$ cat src/osrp_consts.svh
// offsets, field positions, reset values and timing counts for the origin profile block
`ifndef OSRP_CONSTS_SVH
`define OSRP_CONSTS_SVH

`define OSRP_ADDR_W 8
`define OSRP_OFF_CTRL 8'h00
`define OSRP_OFF_CMD 8'h04
`define OSRP_OFF_S_ACC 8'h08
`define OSRP_OFF_S_DEC 8'h0C
`define OSRP_OFF_S_SPD 8'h10
`define OSRP_OFF_R_SPD 8'h14
`define OSRP_OFF_R_ACC 8'h18
`define OSRP_OFF_R_DEC 8'h1C
`define OSRP_OFF_MON 8'h20
`define OSRP_OFF_STATUS 8'h24
`define OSRP_OFF_FREQ 8'h28
`define OSRP_OFF_IRQ_STAT 8'h2C
`define OSRP_OFF_IRQ_MASK 8'h30

`define OSRP_CTRL_SEARCH_EN 0
`define OSRP_CTRL_MODE_LO 1
`define OSRP_CMD_SEARCH 0
`define OSRP_CMD_RETURN 1
`define OSRP_CMD_DECEL 2
`define OSRP_IRQ_DONE 0
`define OSRP_IRQ_ERR 1

`define OSRP_MODE_INP 2'h2
`define OSRP_ERR_TIMEOUT 16'h0300
`define OSRP_ERR_NONE 16'h0000
`define OSRP_RATE_RST 16'h0000
`define OSRP_SPEED_RST 17'h00000
`define OSRP_MON_RST 14'h0000
`define OSRP_MON_MAX 14'h270F

`define OSRP_CLK_HZ 26'h17D7840
`define OSRP_CLK_PERIOD_NS 40
`define OSRP_MS_NS 1000000
`define OSRP_STEP_MS 4
`define OSRP_MS_CYCLES (`OSRP_MS_NS / `OSRP_CLK_PERIOD_NS)

`endif

$ cat src/osrp_pkg.sv
// types shared by the origin profile block
package osrp_pkg;
   typedef enum logic [1:0] {
      OSRP_IDLE = 2'b00,
      OSRP_ACCEL = 2'b01,
      OSRP_DECEL = 2'b10,
      OSRP_WAIT = 2'b11
   } osrp_state_t;

   typedef enum logic {
      OSRP_OP_RETURN = 1'b0,
      OSRP_OP_SEARCH = 1'b1
   } osrp_op_t;
endpackage

$ cat src/osrp_tick_if.sv
// millisecond and ramp step ticks between the profile and its timebase
interface osrp_tick_if;
   logic restart;
   logic ms_tick;
   logic step_tick;
   modport gen (input restart, output ms_tick, output step_tick);
   modport use_side (output restart, input ms_tick, input step_tick);
endinterface

$ cat src/osrp_tick.sv
// timebase: one pulse per millisecond and one per ramp step
`include "osrp_consts.svh"
module osrp_tick #(
   parameter int MS_CYCLES = `OSRP_MS_CYCLES,
   parameter int STEP_MS = `OSRP_STEP_MS
) (
   input wire logic clk,
   input wire logic resetn,
   osrp_tick_if.gen tb
);
   logic [31:0] cyc_reg;
   logic [7:0] ms_reg;

   always_ff @(posedge clk or negedge resetn) begin
      if (!resetn) begin
         cyc_reg <= 32'h00000000;
         tb.ms_tick <= 1'b0;
      end else if (tb.restart || cyc_reg == 32'(MS_CYCLES - 1)) begin
         cyc_reg <= 32'h00000000;
         tb.ms_tick <= !tb.restart;
      end else begin
         cyc_reg <= cyc_reg + 32'h00000001;
         tb.ms_tick <= 1'b0;
      end
   end

   always_ff @(posedge clk or negedge resetn) begin
      if (!resetn) begin
         ms_reg <= 8'h00;
         tb.step_tick <= 1'b0;
      end else if (tb.restart) begin
         ms_reg <= 8'h00;
         tb.step_tick <= 1'b0;
      end else if (tb.ms_tick) begin
         ms_reg <= (ms_reg == 8'(STEP_MS - 1)) ? 8'h00 : ms_reg + 8'h01;
         tb.step_tick <= (ms_reg == 8'(STEP_MS - 1));
      end else begin
         tb.step_tick <= 1'b0;
      end
   end
endmodule

$ cat src/osrp_profile.sv
// origin search and origin return speed profile with in-position watchdog
// What this block does
// - search: add acceleration rate every 4 ms
// - search: subtract deceleration rate every 4 ms
// - return: add acceleration step every 4 ms
// - return: subtract deceleration step every 4 ms
// - return runs at configured target speed
// - in-position timeout gives code 0300, stop flag
// - timeout only with search enabled, mode 2
// - search rates used only when search enabled
// - parameters latched at start, later writes wait
// - mode 2 drive answers in-position after output
//
// The implementer's own choices: the placing of the registers and strobed register access.
`include "osrp_consts.svh"
module osrp_profile #(
   parameter int MS_CYCLES = `OSRP_MS_CYCLES,
   parameter int STEP_MS = `OSRP_STEP_MS
) (
   input wire logic clk,
   input wire logic resetn,
   input wire logic [7:0] addr,
   input wire logic [31:0] wdata,
   input wire logic wr,
   input wire logic rd,
   output logic [31:0] rdata,
   input wire logic in_position_signal,
   input wire logic decel_req,
   output logic pulse_out,
   output logic busy,
   output logic stopped_error,
   output logic irq
);
   if (MS_CYCLES < 1 || STEP_MS < 1 || STEP_MS > 255) begin : g_bad
      $error("osrp_profile: tick parameters out of range");
   end

   function automatic logic hit(input logic [7:0] a, input logic [7:0] off);
      hit = (a == off);
   endfunction

   osrp_tick_if tb ();
   osrp_tick #(.MS_CYCLES(MS_CYCLES), .STEP_MS(STEP_MS)) u_tick (
      .clk(clk),
      .resetn(resetn),
      .tb(tb.gen)
   );

   ////////////////////////////////////////////////////////////////////////////
   // software settings
   logic search_en_reg;
   logic [1:0] mode_reg;
   logic [15:0] s_acc_reg, s_dec_reg, r_acc_reg, r_dec_reg;
   logic [16:0] s_spd_reg, r_spd_reg;
   logic [13:0] mon_reg;
   logic [1:0] irq_mask_reg;

   always_ff @(posedge clk or negedge resetn) begin
      if (!resetn) begin
         search_en_reg <= 1'b0;
         mode_reg <= 2'h0;
         s_acc_reg <= `OSRP_RATE_RST;
         s_dec_reg <= `OSRP_RATE_RST;
         r_acc_reg <= `OSRP_RATE_RST;
         r_dec_reg <= `OSRP_RATE_RST;
         s_spd_reg <= `OSRP_SPEED_RST;
         r_spd_reg <= `OSRP_SPEED_RST;
         mon_reg <= `OSRP_MON_RST;
         irq_mask_reg <= 2'h0;
      end else if (wr) begin
         if (hit(addr, `OSRP_OFF_CTRL)) begin
            search_en_reg <= wdata[`OSRP_CTRL_SEARCH_EN];
            mode_reg <= wdata[`OSRP_CTRL_MODE_LO +: 2];
         end
         if (hit(addr, `OSRP_OFF_S_ACC)) s_acc_reg <= wdata[15:0];
         if (hit(addr, `OSRP_OFF_S_DEC)) s_dec_reg <= wdata[15:0];
         if (hit(addr, `OSRP_OFF_R_ACC)) r_acc_reg <= wdata[15:0];
         if (hit(addr, `OSRP_OFF_R_DEC)) r_dec_reg <= wdata[15:0];
         if (hit(addr, `OSRP_OFF_S_SPD)) s_spd_reg <= wdata[16:0];
         if (hit(addr, `OSRP_OFF_R_SPD)) r_spd_reg <= wdata[16:0];
         if (hit(addr, `OSRP_OFF_MON)) begin
            // compare the whole word so that large values clamp instead of wrapping
            mon_reg <= (wdata > {18'h00000, `OSRP_MON_MAX}) ? `OSRP_MON_MAX : wdata[13:0];
         end
         if (hit(addr, `OSRP_OFF_IRQ_MASK)) irq_mask_reg <= wdata[1:0];
      end
   end

   ////////////////////////////////////////////////////////////////////////////
   // start decoding and parameter latch
   osrp_pkg::osrp_state_t state_reg;
   logic cmd_wr, go_search, go_return, go;
   assign cmd_wr = wr && hit(addr, `OSRP_OFF_CMD) && state_reg == osrp_pkg::OSRP_IDLE;
   assign go_search = cmd_wr && wdata[`OSRP_CMD_SEARCH] && !wdata[`OSRP_CMD_RETURN]
                      && search_en_reg;
   assign go_return = cmd_wr && wdata[`OSRP_CMD_RETURN] && !wdata[`OSRP_CMD_SEARCH];
   assign go = go_search || go_return;

   logic [15:0] acc_lat, dec_lat;
   logic [16:0] tgt_lat;
   logic [13:0] mon_lat;
   osrp_pkg::osrp_op_t op_lat;
   logic inp_mode_lat;

   always_ff @(posedge clk or negedge resetn) begin
      if (!resetn) begin
         acc_lat <= `OSRP_RATE_RST;
         dec_lat <= `OSRP_RATE_RST;
         tgt_lat <= `OSRP_SPEED_RST;
         mon_lat <= `OSRP_MON_RST;
         op_lat <= osrp_pkg::OSRP_OP_RETURN;
         inp_mode_lat <= 1'b0;
      end else if (go) begin
         acc_lat <= go_search ? s_acc_reg : r_acc_reg;
         dec_lat <= go_search ? s_dec_reg : r_dec_reg;
         tgt_lat <= go_search ? s_spd_reg : r_spd_reg;
         mon_lat <= mon_reg;
         op_lat <= go_search ? osrp_pkg::OSRP_OP_SEARCH : osrp_pkg::OSRP_OP_RETURN;
         inp_mode_lat <= go_search && search_en_reg && mode_reg == `OSRP_MODE_INP;
      end
   end

   ////////////////////////////////////////////////////////////////////////////
   // ramp state machine
   logic [16:0] freq_reg;
   logic [17:0] up_sum;
   logic [13:0] ms_cnt_reg;
   logic stop_cmd, out_done, wait_ok, wait_err;
   assign up_sum = {1'b0, freq_reg} + {2'b00, acc_lat};
   assign stop_cmd = decel_req || (wr && hit(addr, `OSRP_OFF_CMD) && wdata[`OSRP_CMD_DECEL]);
   assign out_done = state_reg == osrp_pkg::OSRP_DECEL && tb.step_tick
                     && freq_reg <= {1'b0, dec_lat};
   assign wait_ok = state_reg == osrp_pkg::OSRP_WAIT && in_position_signal;
   assign wait_err = state_reg == osrp_pkg::OSRP_WAIT && !in_position_signal
                     && ms_cnt_reg >= mon_lat;
   assign tb.restart = go || (out_done && inp_mode_lat);

   always_ff @(posedge clk or negedge resetn) begin
      if (!resetn) begin
         state_reg <= osrp_pkg::OSRP_IDLE;
         freq_reg <= `OSRP_SPEED_RST;
      end else begin
         unique case (state_reg)
            osrp_pkg::OSRP_IDLE: begin
               freq_reg <= `OSRP_SPEED_RST;
               if (go) state_reg <= osrp_pkg::OSRP_ACCEL;
            end
            osrp_pkg::OSRP_ACCEL: begin
               if (stop_cmd || tgt_lat == `OSRP_SPEED_RST) begin
                  state_reg <= osrp_pkg::OSRP_DECEL;
               end else if (tb.step_tick) begin
                  freq_reg <= (up_sum >= {1'b0, tgt_lat}) ? tgt_lat : up_sum[16:0];
               end
            end
            osrp_pkg::OSRP_DECEL: begin
               if (out_done) begin
                  freq_reg <= `OSRP_SPEED_RST;
                  state_reg <= inp_mode_lat ? osrp_pkg::OSRP_WAIT : osrp_pkg::OSRP_IDLE;
               end else if (tb.step_tick) begin
                  freq_reg <= freq_reg - {1'b0, dec_lat};
               end
            end
            osrp_pkg::OSRP_WAIT: begin
               if (wait_ok || wait_err) state_reg <= osrp_pkg::OSRP_IDLE;
            end
         endcase
      end
   end

   always_ff @(posedge clk or negedge resetn) begin
      if (!resetn) ms_cnt_reg <= 14'h0000;
      else if (state_reg != osrp_pkg::OSRP_WAIT) ms_cnt_reg <= 14'h0000;
      else if (tb.ms_tick && ms_cnt_reg != 14'h3FFF) ms_cnt_reg <= ms_cnt_reg + 14'h0001;
   end

   ////////////////////////////////////////////////////////////////////////////
   // pulse train: phase accumulator, one-cycle pulse per output pulse
   logic [25:0] phase_reg;
   logic [26:0] phase_sum;
   logic running;
   assign running = state_reg == osrp_pkg::OSRP_ACCEL || state_reg == osrp_pkg::OSRP_DECEL;
   assign phase_sum = {1'b0, phase_reg} + {10'h000, freq_reg};

   always_ff @(posedge clk or negedge resetn) begin
      if (!resetn) begin
         phase_reg <= 26'h0000000;
         pulse_out <= 1'b0;
      end else if (!running) begin
         phase_reg <= 26'h0000000;
         pulse_out <= 1'b0;
      end else if (phase_sum >= {1'b0, `OSRP_CLK_HZ}) begin
         phase_reg <= 26'(phase_sum - {1'b0, `OSRP_CLK_HZ});
         pulse_out <= 1'b1;
      end else begin
         phase_reg <= phase_sum[25:0];
         pulse_out <= 1'b0;
      end
   end

   ////////////////////////////////////////////////////////////////////////////
   // error flag, events, interrupt, readback
   logic [15:0] err_code_reg;
   logic [1:0] irq_stat_reg, irq_ev;
   logic done_ev;
   assign done_ev = wait_ok || (out_done && !inp_mode_lat);
   assign irq_ev = {wait_err, done_ev};

   always_ff @(posedge clk or negedge resetn) begin
      if (!resetn) begin
         stopped_error <= 1'b0;
         err_code_reg <= `OSRP_ERR_NONE;
      end else if (wait_err) begin
         stopped_error <= 1'b1;
         err_code_reg <= `OSRP_ERR_TIMEOUT;
      end else if (go) begin
         stopped_error <= 1'b0;
         err_code_reg <= `OSRP_ERR_NONE;
      end
   end

   always_ff @(posedge clk or negedge resetn) begin
      if (!resetn) begin
         irq_stat_reg <= 2'h0;
         irq <= 1'b0;
         busy <= 1'b0;
      end else begin
         irq_stat_reg <= ((rd && hit(addr, `OSRP_OFF_IRQ_STAT)) ? 2'h0 : irq_stat_reg) | irq_ev;
         irq <= |(irq_stat_reg & irq_mask_reg);
         busy <= go || (state_reg != osrp_pkg::OSRP_IDLE && !wait_ok && !wait_err
                 && !(out_done && !inp_mode_lat));
      end
   end

   always_ff @(posedge clk or negedge resetn) begin
      if (!resetn) rdata <= 32'h00000000;
      else if (!rd) rdata <= 32'h00000000;
      else begin
         unique case (addr)
            `OSRP_OFF_CTRL: rdata <= {29'h0, mode_reg, search_en_reg};
            `OSRP_OFF_S_ACC: rdata <= {16'h0000, s_acc_reg};
            `OSRP_OFF_S_DEC: rdata <= {16'h0000, s_dec_reg};
            `OSRP_OFF_S_SPD: rdata <= {15'h0000, s_spd_reg};
            `OSRP_OFF_R_SPD: rdata <= {15'h0000, r_spd_reg};
            `OSRP_OFF_R_ACC: rdata <= {16'h0000, r_acc_reg};
            `OSRP_OFF_R_DEC: rdata <= {16'h0000, r_dec_reg};
            `OSRP_OFF_MON: rdata <= {18'h00000, mon_reg};
            `OSRP_OFF_STATUS: rdata <= {err_code_reg, 12'h000, stopped_error, state_reg, busy};
            `OSRP_OFF_FREQ: rdata <= {15'h0000, freq_reg};
            `OSRP_OFF_IRQ_STAT: rdata <= {30'h0, irq_stat_reg};
            `OSRP_OFF_IRQ_MASK: rdata <= {30'h0, irq_mask_reg};
            default: rdata <= 32'h00000000;
         endcase
      end
   end

   ////////////////////////////////////////////////////////////////////////////
   // checks
   accel_step_a: assert property (@(posedge clk) disable iff (!resetn)
      state_reg == osrp_pkg::OSRP_ACCEL && !stop_cmd && tgt_lat != 17'h0 && tb.step_tick
      && up_sum < {1'b0, tgt_lat} |=> freq_reg == $past(freq_reg) + {1'b0, $past(acc_lat)})
      else $error("ramp up step wrong");
   decel_step_a: assert property (@(posedge clk) disable iff (!resetn)
      state_reg == osrp_pkg::OSRP_DECEL && tb.step_tick && freq_reg > {1'b0, dec_lat}
      |=> freq_reg == $past(freq_reg) - {1'b0, $past(dec_lat)})
      else $error("ramp down step wrong");
   freq_hold_a: assert property (@(posedge clk) disable iff (!resetn)
      state_reg != osrp_pkg::OSRP_IDLE && !tb.step_tick && !out_done |=> $stable(freq_reg))
      else $error("speed changed between steps");
   target_cap_a: assert property (@(posedge clk) disable iff (!resetn)
      freq_reg <= tgt_lat)
      else $error("speed above target");
   timeout_err_a: assert property (@(posedge clk) disable iff (!resetn)
      wait_err |=> stopped_error && err_code_reg == 16'h0300 && state_reg == osrp_pkg::OSRP_IDLE
      ##1 irq_stat_reg[`OSRP_IRQ_ERR])
      else $error("timeout not reported");
   inp_gate_a: assert property (@(posedge clk) disable iff (!resetn)
      state_reg != osrp_pkg::OSRP_WAIT ##1 state_reg == osrp_pkg::OSRP_WAIT
      |-> op_lat == osrp_pkg::OSRP_OP_SEARCH && inp_mode_lat)
      else $error("watchdog entered outside mode 2 search");
   search_refuse_a: assert property (@(posedge clk) disable iff (!resetn)
      cmd_wr && wdata[`OSRP_CMD_SEARCH] && !search_en_reg |=> state_reg == osrp_pkg::OSRP_IDLE)
      else $error("search started while disabled");
   param_latch_a: assert property (@(posedge clk) disable iff (!resetn)
      state_reg != osrp_pkg::OSRP_IDLE ##1 state_reg != osrp_pkg::OSRP_IDLE
      |-> $stable(acc_lat) && $stable(dec_lat) && $stable(tgt_lat) && $stable(mon_lat))
      else $error("parameters changed while running");
   inp_done_a: assert property (@(posedge clk) disable iff (!resetn)
      wait_ok |=> state_reg == osrp_pkg::OSRP_IDLE && !stopped_error && !busy)
      else $error("in-position not accepted");
endmodule

$ cat config.mk
export PLATFORM = sky130hd
export DESIGN_NAME = osrp_profile
export DESIGN_NICKNAME = d
export VERILOG_FILES = /design/src/osrp_pkg.sv /design/src/osrp_tick_if.sv /design/src/osrp_tick.sv /design/src/osrp_profile.sv
export VERILOG_INCLUDE_DIRS = /design/src
export SDC_FILE = /design/constraint.sdc
export NUM_CORES = 1
export LEC_CHECK = 0
export BUFFER_PORTS_ARGS = -buffer_cell sky130_fd_sc_hd__buf_2
export CORE_ASPECT_RATIO = 1.1
export CORE_MARGIN = 8
export CORE_UTILIZATION = 45
export CTS_CLUSTER_DIAMETER = 120
export CTS_CLUSTER_SIZE = 14
export DETAILED_ROUTE_END_ITERATION = 10
export GPL_ROUTABILITY_DRIVEN = 0
export SLEW_MARGIN = 5
export SYNTH_ARGS = -nofsm -noshare
export SYNTH_HDL_FRONTEND = slang
export SYNTH_SLANG_ARGS = --single-unit
$ cat constraint.sdc
create_clock -name clk -period 6.9 [get_ports clk]
set_clock_uncertainty 0.2 [all_clocks]
set_input_delay 0.345 -clock clk [delete_from_list [all_inputs] [get_ports clk]]
set_output_delay 0.345 -clock clk [all_outputs]
set_load 0.005 [all_outputs]
==> flow_summary_export.csv, run 1 <==
group,metric,value,unit
status,status,"completed",
critical_path,setup.worst_path.start,"freq_reg[1]",
critical_path,timing.critical_path.arrival,5.17,ns
critical_path,crit_path_max_fanout,17,
clocking,postCtsHoldBufs,23,
floorplan,coreArea,38190,um2
placement,detailed_place_hpwl,34.57,mm
timing,timing.setup.tns,0,ns
pwr,static-leakage-power,9.107,nW
drt,ant_nets,0,
yosys,synth_edf_count,0,
critical_path,timing.reg2reg.worst_path_depth,18,
critical_path,worst_r2r_startpoint,"freq_reg[1]",
yosys,synth-simple-area-share,13.87,%
yosys,yosysWarnings,0,
placement,portbufs,68,
critical_path,timing.critical_path.max_delay_family,"compound AO/OA/AOI/OAI gates",
global_route,grt_start_max_net_pins,152,
yosys,synth_xor_area_share,4.310,%
yosys,post_synth_num_cell_types,88,
run,cap_viol_max_count,0,
global_route,grt_use_met2,34.80,%
global_route,grt_antenna_before_repair,1,
clocking,clk_root_buffer_cell,"sky130_fd_sc_hd__clkbuf_16",
timing,layout_worst_path_cycle_share,71.80,%
worst_hold_path,whs_path_depth,3,
floorplan,die_width,203.9,um
yosys,synthesis.instances,1769,
drt,dr_total_vias,13990,
drt,drtPass1Iterations,5,
global_route,grt_pass1_vias,13940,
floorplan,floorplan.rows,75,
timing,tightestPinTransition,1.242,ns
worst_hold_path,hold_end,"irq_mask_reg[0]",
floorplan,initial_core_util,45.75,%
drt,number_of_vias_per_cell_after_detailed_routing,6.012,
final_layout,synthToLayoutAreaGrowth,9.616,%
critical_path,critical_path.reg2reg.endpoint,"freq_reg[3]",
timing,rsz0062_at_grt,"false",
yosys,post_synth_fa_ha_maj_area_fraction,6.716,%
clocking,cts.htree.levels,1,
critical_path,cp_data_required_time,7.12,ns
timing,slew-limit-headroom,17.19,%
timing,upper_clock_frequency_limit,201.9,MHz
placement,numPlacedInstances,2277,
critical_path,critical_path_startpoint_category,"flip-flop",
yosys,synth.ff_latch_count,306,
yosys,ys_dominant_reg_cell,"sky130_fd_sc_hd__dfrtp_1",
global_route,groute.layer.met1.usage,29.96,%
clocking,clock_sinks,306,
yosys,synth.yosys.seq_area_share,43.82,%
critical_path,crit_type,"reg2reg",
final_layout,layout-drive-gt1-share,14.23,%
worst_hold_path,worstHoldPathType,"in2reg",
final_layout,layout.cells.non_filler,2327,
global_route,global_route_total_overflow,0,
global_route,grt-busiest-layer,"met2",
placement,detailed_place.area,18270,um2
worst_hold_path,holdCritStartpoint,"wr",
critical_path,path_cells,"inv_1, fa_1, nor2b_1, o21ai_0, a21boi_0, o211ai_1, a31oi_1, a221o_1, a21oi_1, xnor2_1, ha_1, a221o_1, a31oi_1, o21ai_1, buf_4, mux2_2, a22oi_1, o21ai_0",
yosys,synth_mux_area_share,7.676,%
clocking,cts_setup_buffers,0,
clocking,cts_inserted_buffers,25,
critical_path,critical_path.n_buffers_inverters,2,
critical_path,endpoint_kind,"flip-flop",
timing,finalSetupViolations,0,
drt,finalWirelength,49.56,mm
final_layout,antennaDiodeCount,0,
drt,drtIter0Drc,1321,
timing,report.final.hold_viol_count,0,
floorplan,die_y,222.7,um
drt,drcViolationCount,0,
timing,min_period,4.954,ns
clocking,worst_skew_pair.late_latency,0.58,ns
final_layout,fin_area,19150,um2
global_route,track_usage,21.83,%
critical_path,max_stage_delay,0.49,ns
clocking,resize_count_post_cts,0,
yosys,synth_async_sr_flop_share,100.0,%
pwr,power_density,207.7,nW/um2
clocking,tritoncts,"yes",
pwr,ir_drop,207.3,uV
final_layout,post-route-util,50.15,%
yosys,syn_area_per_cell,9.878,um2
floorplan,die_area,45400,um2
clocking,clock_edge_transition_at_the_registers_on_the_reported_setup_and_hold_paths,0.07,ns
yosys,syn_area,17470,um2
critical_path,timing.critical_path.slowest_stage_cell,"sky130_fd_sc_hd__dfrtp_1",
drt,routed_wire_length_per_instance,21.30,um
final_layout,largest_register_ffs,32,
critical_path,worst-r2r-setup-slack,1.95,ns
yosys,synth_top_family_by_area,"compound AO/OA/AOI/OAI gates",
floorplan,io_pins,82,
global_route,grt_first_pass_wirelength,79.73,mm
yosys,synth_compound_area_share,19.14,%
final_layout,final_net_count,1965,
global_route,grt_util_met3,3.799,%
timing,timing.final.max_slew_violations,0,
clocking,cts_buffer_depth,3,
[metrics by stage]
stage / hold WS [ns] / power [mW] / setup WS [ns]
final: 0.03783 / 3.977 / 1.946
after global routing: 0.04727 / 4.167 / 1.600
after CTS: 0.01865 / 4.014 / 2.025
after detailed placement: 0.1987 / 2.682 / 2.068
after global placement: 0.1986 / 2.673 / 2.152
after floorplan: -0.1506 / 2.421 / 2.396
[power breakdown]
| group | leakage (nW) | internal (mW) | switching, mW |
|---|---|---|---|
| clock | 0.325 | 0.656 | 0.663 |
| combinational | 4.79 | 0.232 | 0.464 |
| sequential | 3.99 | 1.88 | 0.0866 |
| total | 9.11 | 2.76 | 1.21 |
[Yosys cell counts (5+ instances only)]
library cell / number / share of area [%]
sky130_fd_sc_hd__dfrtp_1: 306 / 44
sky130_fd_sc_hd__nand2_1: 139 / 3.0
sky130_fd_sc_hd__nor2_1: 119 / 2.6
sky130_fd_sc_hd__o21ai_0: 116 / 3.3
sky130_fd_sc_hd__mux2_2: 112 / 7.2
sky130_fd_sc_hd__inv_1: 93 / 2.0
sky130_fd_sc_hd__ha_1: 89 / 6.4
sky130_fd_sc_hd__clkbuf_1: 67 / 1.4
sky130_fd_sc_hd__a21oi_1: 54 / 1.5
sky130_fd_sc_hd__nand3_1: 54 / 1.5
sky130_fd_sc_hd__xnor2_1: 52 / 2.6
sky130_fd_sc_hd__a22oi_1: 47 / 2.0
sky130_fd_sc_hd__a21o_1: 42 / 1.8
sky130_fd_sc_hd__o221ai_1: 34 / 1.7
sky130_fd_sc_hd__xor2_1: 34 / 1.7
sky130_fd_sc_hd__a31oi_1: 29 / 1.0
sky130_fd_sc_hd__nor3_1: 29 / 0.83
sky130_fd_sc_hd__nand4_1: 24 / 0.86
sky130_fd_sc_hd__a22o_1: 23 / 1.2
sky130_fd_sc_hd__o22ai_1: 22 / 0.79
sky130_fd_sc_hd__and3_1: 21 / 0.75
sky130_fd_sc_hd__and2_1: 20 / 0.72
sky130_fd_sc_hd__nor4_1: 20 / 0.72
sky130_fd_sc_hd__a221oi_1: 18 / 0.90
sky130_fd_sc_hd__buf_4: 14 / 0.60
sky130_fd_sc_hd__or3_1: 12 / 0.43
sky130_fd_sc_hd__nand2b_1: 10 / 0.36
sky130_fd_sc_hd__a211oi_1: 8 / 0.34
sky130_fd_sc_hd__mux2i_1: 8 / 0.46
sky130_fd_sc_hd__nor2b_1: 8 / 0.29
sky130_fd_sc_hd__o21a_1: 8 / 0.34
sky130_fd_sc_hd__o22a_1: 8 / 0.40
sky130_fd_sc_hd__or2_2: 8 / 0.29
sky130_fd_sc_hd__and4_1: 7 / 0.35
sky130_fd_sc_hd__o211ai_1: 6 / 0.26
sky130_fd_sc_hd__a211o_1: 5 / 0.25
sky130_fd_sc_hd__a21boi_0: 5 / 0.21
sky130_fd_sc_hd__buf_2: 5 / 0.14
sky130_fd_sc_hd__o21bai_1: 5 / 0.21
[worst register-to-register path: cells and delay by family, from the launching register on]
| kind | cells | cell delay, ns |
|---|---|---|
| adders and majority gates | 2 | 0.76 |
| xor gates and xnor gates | 1 | 0.21 |
| and+or+nand+nor | 1 | 0.13 |
| AOI/OAI and AO/OA | 11 | 2.33 |
| DFF | 1 | 0.49 |
| muxes | 1 | 0.31 |
| buffers and inverters | 2 | 0.39 |
[final cells by class]
class / count / area (um2)
Clock buffer: 26 / 639.4
Clock inverter: 1 / 20.02
Fill cell: 3544 / 19040
Inverter: 93 / 349.1
Multi-Input combinational cell: 1290 / 9120
Sequential cell: 306 / 7657
Tap cell: 500 / 625.6
Timing Repair Buffer: 111 / 743.2
[how the worst max path moves through the flow]
stage	slack, ns	to	cells past startpoint
floorplan	2.40	freq_reg[12]	19
global placement	2.15	freq_reg[12]	20
detailed placement	2.07	freq_reg[2]	18
CTS	2.03	freq_reg[2]	18
global route	1.60	phase_reg[14]	15
finish	1.95	freq_reg[3]	18
[per-layer routing]
layer | routed length, um | part of all wire (%)
met5 | 12 | 0.024
met4 | 1263 | 2.5
met3 | 3131 | 6.3
met2 | 23040 | 46
met1 | 22110 | 45
[kinds of logic after synthesis]
group | after synthesis
adder cells (fa/ha/maj) | 92
AND/OR/NAND/NOR | 497
other | 1
flip-flops | 306
multiplexers | 120
AO/OA/AOI/OAI | 482
XOR/XNOR | 86
buffers and inverters | 185
[placed cells by master, fill, tap and decap left out, types with 20 or more instances in the layout]
cell type	instances
sky130_fd_sc_hd__a21o_1	42
sky130_fd_sc_hd__a21oi_1	53
sky130_fd_sc_hd__a22o_1	23
sky130_fd_sc_hd__a22oi_1	47
sky130_fd_sc_hd__a31oi_1	29
sky130_fd_sc_hd__and2_1	20
sky130_fd_sc_hd__and3_1	21
sky130_fd_sc_hd__buf_2	67
sky130_fd_sc_hd__clkbuf_16	25
sky130_fd_sc_hd__dfrtp_1	306
sky130_fd_sc_hd__dlygate4sd3_1	23
sky130_fd_sc_hd__ha_1	89
sky130_fd_sc_hd__inv_1	93
sky130_fd_sc_hd__mux2_2	112
sky130_fd_sc_hd__nand2_1	139
sky130_fd_sc_hd__nand3_1	54
sky130_fd_sc_hd__nand4_1	24
sky130_fd_sc_hd__nor2_1	116
sky130_fd_sc_hd__nor3_1	29
sky130_fd_sc_hd__nor4_1	20
sky130_fd_sc_hd__o21ai_0	116
sky130_fd_sc_hd__o221ai_1	34
sky130_fd_sc_hd__o22ai_1	22
sky130_fd_sc_hd__xnor2_1	52
sky130_fd_sc_hd__xor2_1	34
Note: power is estimated with default switching activity, not from simulation.
==> inputs of run 2 (changes only) <==
--- a/config.mk
+++ b/config.mk
@@ -6,6 +6,7 @@
 export SDC_FILE = /design/constraint.sdc
 export NUM_CORES = 1
 export LEC_CHECK = 0
+export ABC_AREA = 1
 export BUFFER_PORTS_ARGS = -buffer_cell sky130_fd_sc_hd__buf_2
 export CORE_ASPECT_RATIO = 1.1
 export CORE_MARGIN = 8
==> constraint.sdc (replaced) <==
create_clock -name clk -period 4.5 [get_ports clk]
set_clock_uncertainty 0.2 [all_clocks]
set_input_delay 0.225 -clock clk [delete_from_list [all_inputs] [get_ports clk]]
set_output_delay 0.225 -clock clk [all_outputs]
set_load 0.005 [all_outputs]
==> flow_summary_export.csv, run 2 <==
group,metric,value,unit
clocking,cts_buffer_depth,3,
floorplan,initial_core_util,45.71,%
timing,rsz0062_at_grt,"false",
floorplan,coreArea,41280,um2
critical_path,crit_path_max_fanout,8,
drt,met3WireLength,4.594,mm
floorplan,die_width,211.3,um
timing,upper_clock_frequency_limit,246.2,MHz
clocking,clk_root_buffer_cell,"sky130_fd_sc_hd__clkbuf_16",
yosys,synthesis.instances,2508,
yosys,netlist.top_cell.by_area,"sky130_fd_sc_hd__dfrtp_1",
final_layout,synthToLayoutAreaGrowth,10.28,%
critical_path,crit_type,"reg2reg",
final_layout,layout.cells.most_common,"sky130_fd_sc_hd__nand2_1",
drt,finalWirelength,61.05,mm
timing,slew-limit-headroom,34.13,%
drt,drtPass1Iterations,6,
yosys,post_synth_num_cell_types,58,
final_layout,final_net_count,2732,
placement,portbufs,68,
critical_path,max_stage_delay,0.41,ns
drt,met1Wirelength,26.13,mm
yosys,yosysWarnings,0,
final_layout,layout-drive-gt1-share,8.709,%
global_route,grt_pass1_vias,16830,
yosys,synth_edf_count,0,
critical_path,cp_data_required_time,4.80,ns
floorplan,floorplan.rows,78,
timing,min_period,4.061,ns
clocking,clock_sinks,306,
yosys,ys_dominant_reg_cell,"sky130_fd_sc_hd__dfrtp_1",
clocking,cts.htree.levels,1,
yosys,syn_area,18870,um2
critical_path,timing.reg2reg.worst_path_depth,23,
run,cap_viol_max_count,0,
pwr,static-leakage-power,10.53,nW
clocking,clock_edge_transition_at_the_registers_on_the_reported_setup_and_hold_paths,0.07,ns
timing,timing.setup.tns,0,ns
status,status,"completed",
final_layout,post-route-util,50.41,%
critical_path,critical_path_most_common_cell,"sky130_fd_sc_hd__nand2_1",
floorplan,io_pins,82,
clocking,cts_inserted_buffers,25,
timing,finalSetupViolations,0,
worst_hold_path,whs_path_depth,5,
floorplan,die_area,48750,um2
global_route,track_usage,24.88,%
pwr,power_density,299.0,nW/um2
critical_path,timing.critical_path.slowest_stage_cell,"sky130_fd_sc_hd__fa_1",
drt,number_of_vias_per_cell_after_detailed_routing,5.552,
clocking,resize_count_post_cts,0,
critical_path,timing.critical_path.max_delay_family,"compound AO/OA/AOI/OAI gates",
critical_path,critical_path_startpoint_category,"flip-flop",
yosys,synth.yosys.seq_area_share,40.58,%
yosys,synth_common_cells,"sky130_fd_sc_hd__nand2_1 (607), sky130_fd_sc_hd__inv_1 (362), sky130_fd_sc_hd__dfrtp_1 (306), sky130_fd_sc_hd__nor2_1 (212), sky130_fd_sc_hd__o21ai_0 (184)",
drt,route.top_layer_used,"met4",
pwr,ir_drop,332.7,uV
critical_path,timing.critical_path.arrival,4.36,ns
pwr,finalPower,6.222,mW
clocking,worst_skew_pair.late_latency,0.58,ns
yosys,synth.ff_latch_count,306,
drt,detailroute.wirelength.met2,27.50,mm
yosys,syn_area_per_cell,7.524,um2
worst_hold_path,worstHoldPathType,"in2reg",
placement,detailed_place_hpwl,45.94,mm
floorplan,die_y,230.8,um
final_layout,layout.cells.most_common_list,"sky130_fd_sc_hd__nand2_1 (607), sky130_fd_sc_hd__inv_1 (362), sky130_fd_sc_hd__dfrtp_1 (306)",
critical_path,endpoint_kind,"flip-flop",
timing,timing.final.max_slew_violations,0,
drt,dr_total_vias,17520,
timing,tightestPinTransition,0.9857,ns
clocking,tritoncts,"yes",
global_route,grt_start_max_net_pins,111,
global_route,global_route_total_overflow,0,
yosys,synth_async_sr_flop_share,100.0,%
critical_path,path_cells,"ha_1, inv_1, fa_1, o21ai_0, nand2_1, o211ai_1, a21boi_0, xor2_1, inv_1, ha_1, nand2_1, nor2_1, and3_1, a221oi_1, nand2_1, nand2_1, nand3_1, buf_4, nand2_1, nand3_1, nand2_1, nand2_1, nand2_1",
critical_path,critical_path.n_buffers_inverters,3,
timing,report.final.hold_viol_count,0,
global_route,grt_first_pass_wirelength,96.20,mm
yosys,synth_area_leaders,"sky130_fd_sc_hd__dfrtp_1 (41%), sky130_fd_sc_hd__nand2_1 (12%), sky130_fd_sc_hd__inv_1 (7.2%), sky130_fd_sc_hd__ha_1 (5.9%), sky130_fd_sc_hd__o21ai_0 (4.9%)",
global_route,grt_antenna_before_repair,0,
drt,drtIter0Drc,1643,
timing,layout_worst_path_cycle_share,90.25,%
final_layout,antennaDiodeCount,0,
final_layout,largest_register_ffs,32,
drt,drcViolationCount,0,
drt,routed_wire_length_per_instance,19.35,um
yosys,post-synth-top-area-fraction,40.58,%
yosys,post-synth-top-count-cell,"sky130_fd_sc_hd__nand2_1",
critical_path,worstSetupPathDepth,23,
drt,ant_nets,0,
[run 2: cell count changes in the layout (fill, tap and decap cells not counted), moves of 23 or more]
cell	change
sky130_fd_sc_hd__a21oi_1	+48
sky130_fd_sc_hd__a21o_1	-38
sky130_fd_sc_hd__xnor2_1	-37
sky130_fd_sc_hd__a22oi_1	-47
sky130_fd_sc_hd__mux2_2	-111
sky130_fd_sc_hd__buf_4	+23
sky130_fd_sc_hd__nand2_1	+468
sky130_fd_sc_hd__nand3_1	+68
sky130_fd_sc_hd__nor2_1	+92
sky130_fd_sc_hd__a22o_1	-23
sky130_fd_sc_hd__nand4_1	+39
sky130_fd_sc_hd__o21ai_0	+68
sky130_fd_sc_hd__inv_1	+269
[run 2: final cells by class]
class	count	area [um2]
well taps	560	700.7
fillers	4054	20470
clock inverters	1	20.02
flip-flops and latches	306	7657
inverters	386	1449
clock buffers	27	633.1
multi-input cells	1741	9414
repair buffers	134	935.9
[run 2: metal layers]
layer,track usage (%),vias up
met2,40.04,724
met5,0,-
met1,33.04,8253
met3,3.767,149
li1,-,8391
met4,10.53,0
[run 2: worst paths after layout]
| path | start | end | slack (ns) |
|---|---|---|---|
| hold reg to reg | u_tick.cyc_reg[0] | u_tick.cyc_reg[0] | 0.27 |
| max in group asynchronous | resetn | phase_reg[24] | 2.80 |
| setup / recovery | acc_lat[0] | freq_reg[1] | 0.44 |
| min in group asynchronous | resetn | mon_lat[5] | 0.13 |
| hold / removal | addr[5] | irq_mask_reg[1] | 0.03 |
| setup reg to reg | acc_lat[0] | freq_reg[1] | 0.44 |
[run 2: logic make-up (layout without fill, tap and decap cells)]
group / count (synthesis) / after routing / share of synthesized area, %
AO/OA/AOI/OAI: 446 / 446 / 14.42
XOR/XNOR: 58 / 58 / 2.692
adder cells (fa/ha/maj): 92 / 92 / 6.219
buffers and inverters: 473 / 548 / 9.912
flip-flops: 306 / 306 / 40.58
multiplexers: 2 / 2 / 0.1127
other: 1 / 13 / 0.01987
AND/OR/NAND/NOR: 1130 / 1130 / 26.04
[run 2: tightest hold or removal path, stage by stage]
cell,delay [ns]
sky130_fd_sc_hd__buf_2,0.12
sky130_fd_sc_hd__nand4_1,0.14
sky130_fd_sc_hd__inv_1,0.07
sky130_fd_sc_hd__nand2_1,0.10
sky130_fd_sc_hd__o21ai_0,0.08
[run 2: timing repair]
action                                 CTS  global route
endpoints found under the hold margin  229             0
hold buffers                            21             0
buffers inserted                         0             0
[run 2: through the flow]
step                      area [um2]  cells  worst slack (ns)  hold slack (ns)
after global routing           20810   3155           0.03983          0.06755
after global placement         19950   3106            0.5615           0.1642
after CTS                      20810   3155            0.4628         0.003931
final                          20810   3155            0.4386          0.03144
after detailed placement       19950   3106            0.5102           0.1589
after floorplan                18920   2520            0.6713          -0.2706
[run 2: power by group]
part           internal, mW  switching, mW  total (mW)
Combinational         0.352          0.827        1.18
Clock                 0.994           1.03        2.02
Sequential             2.90          0.120        3.02
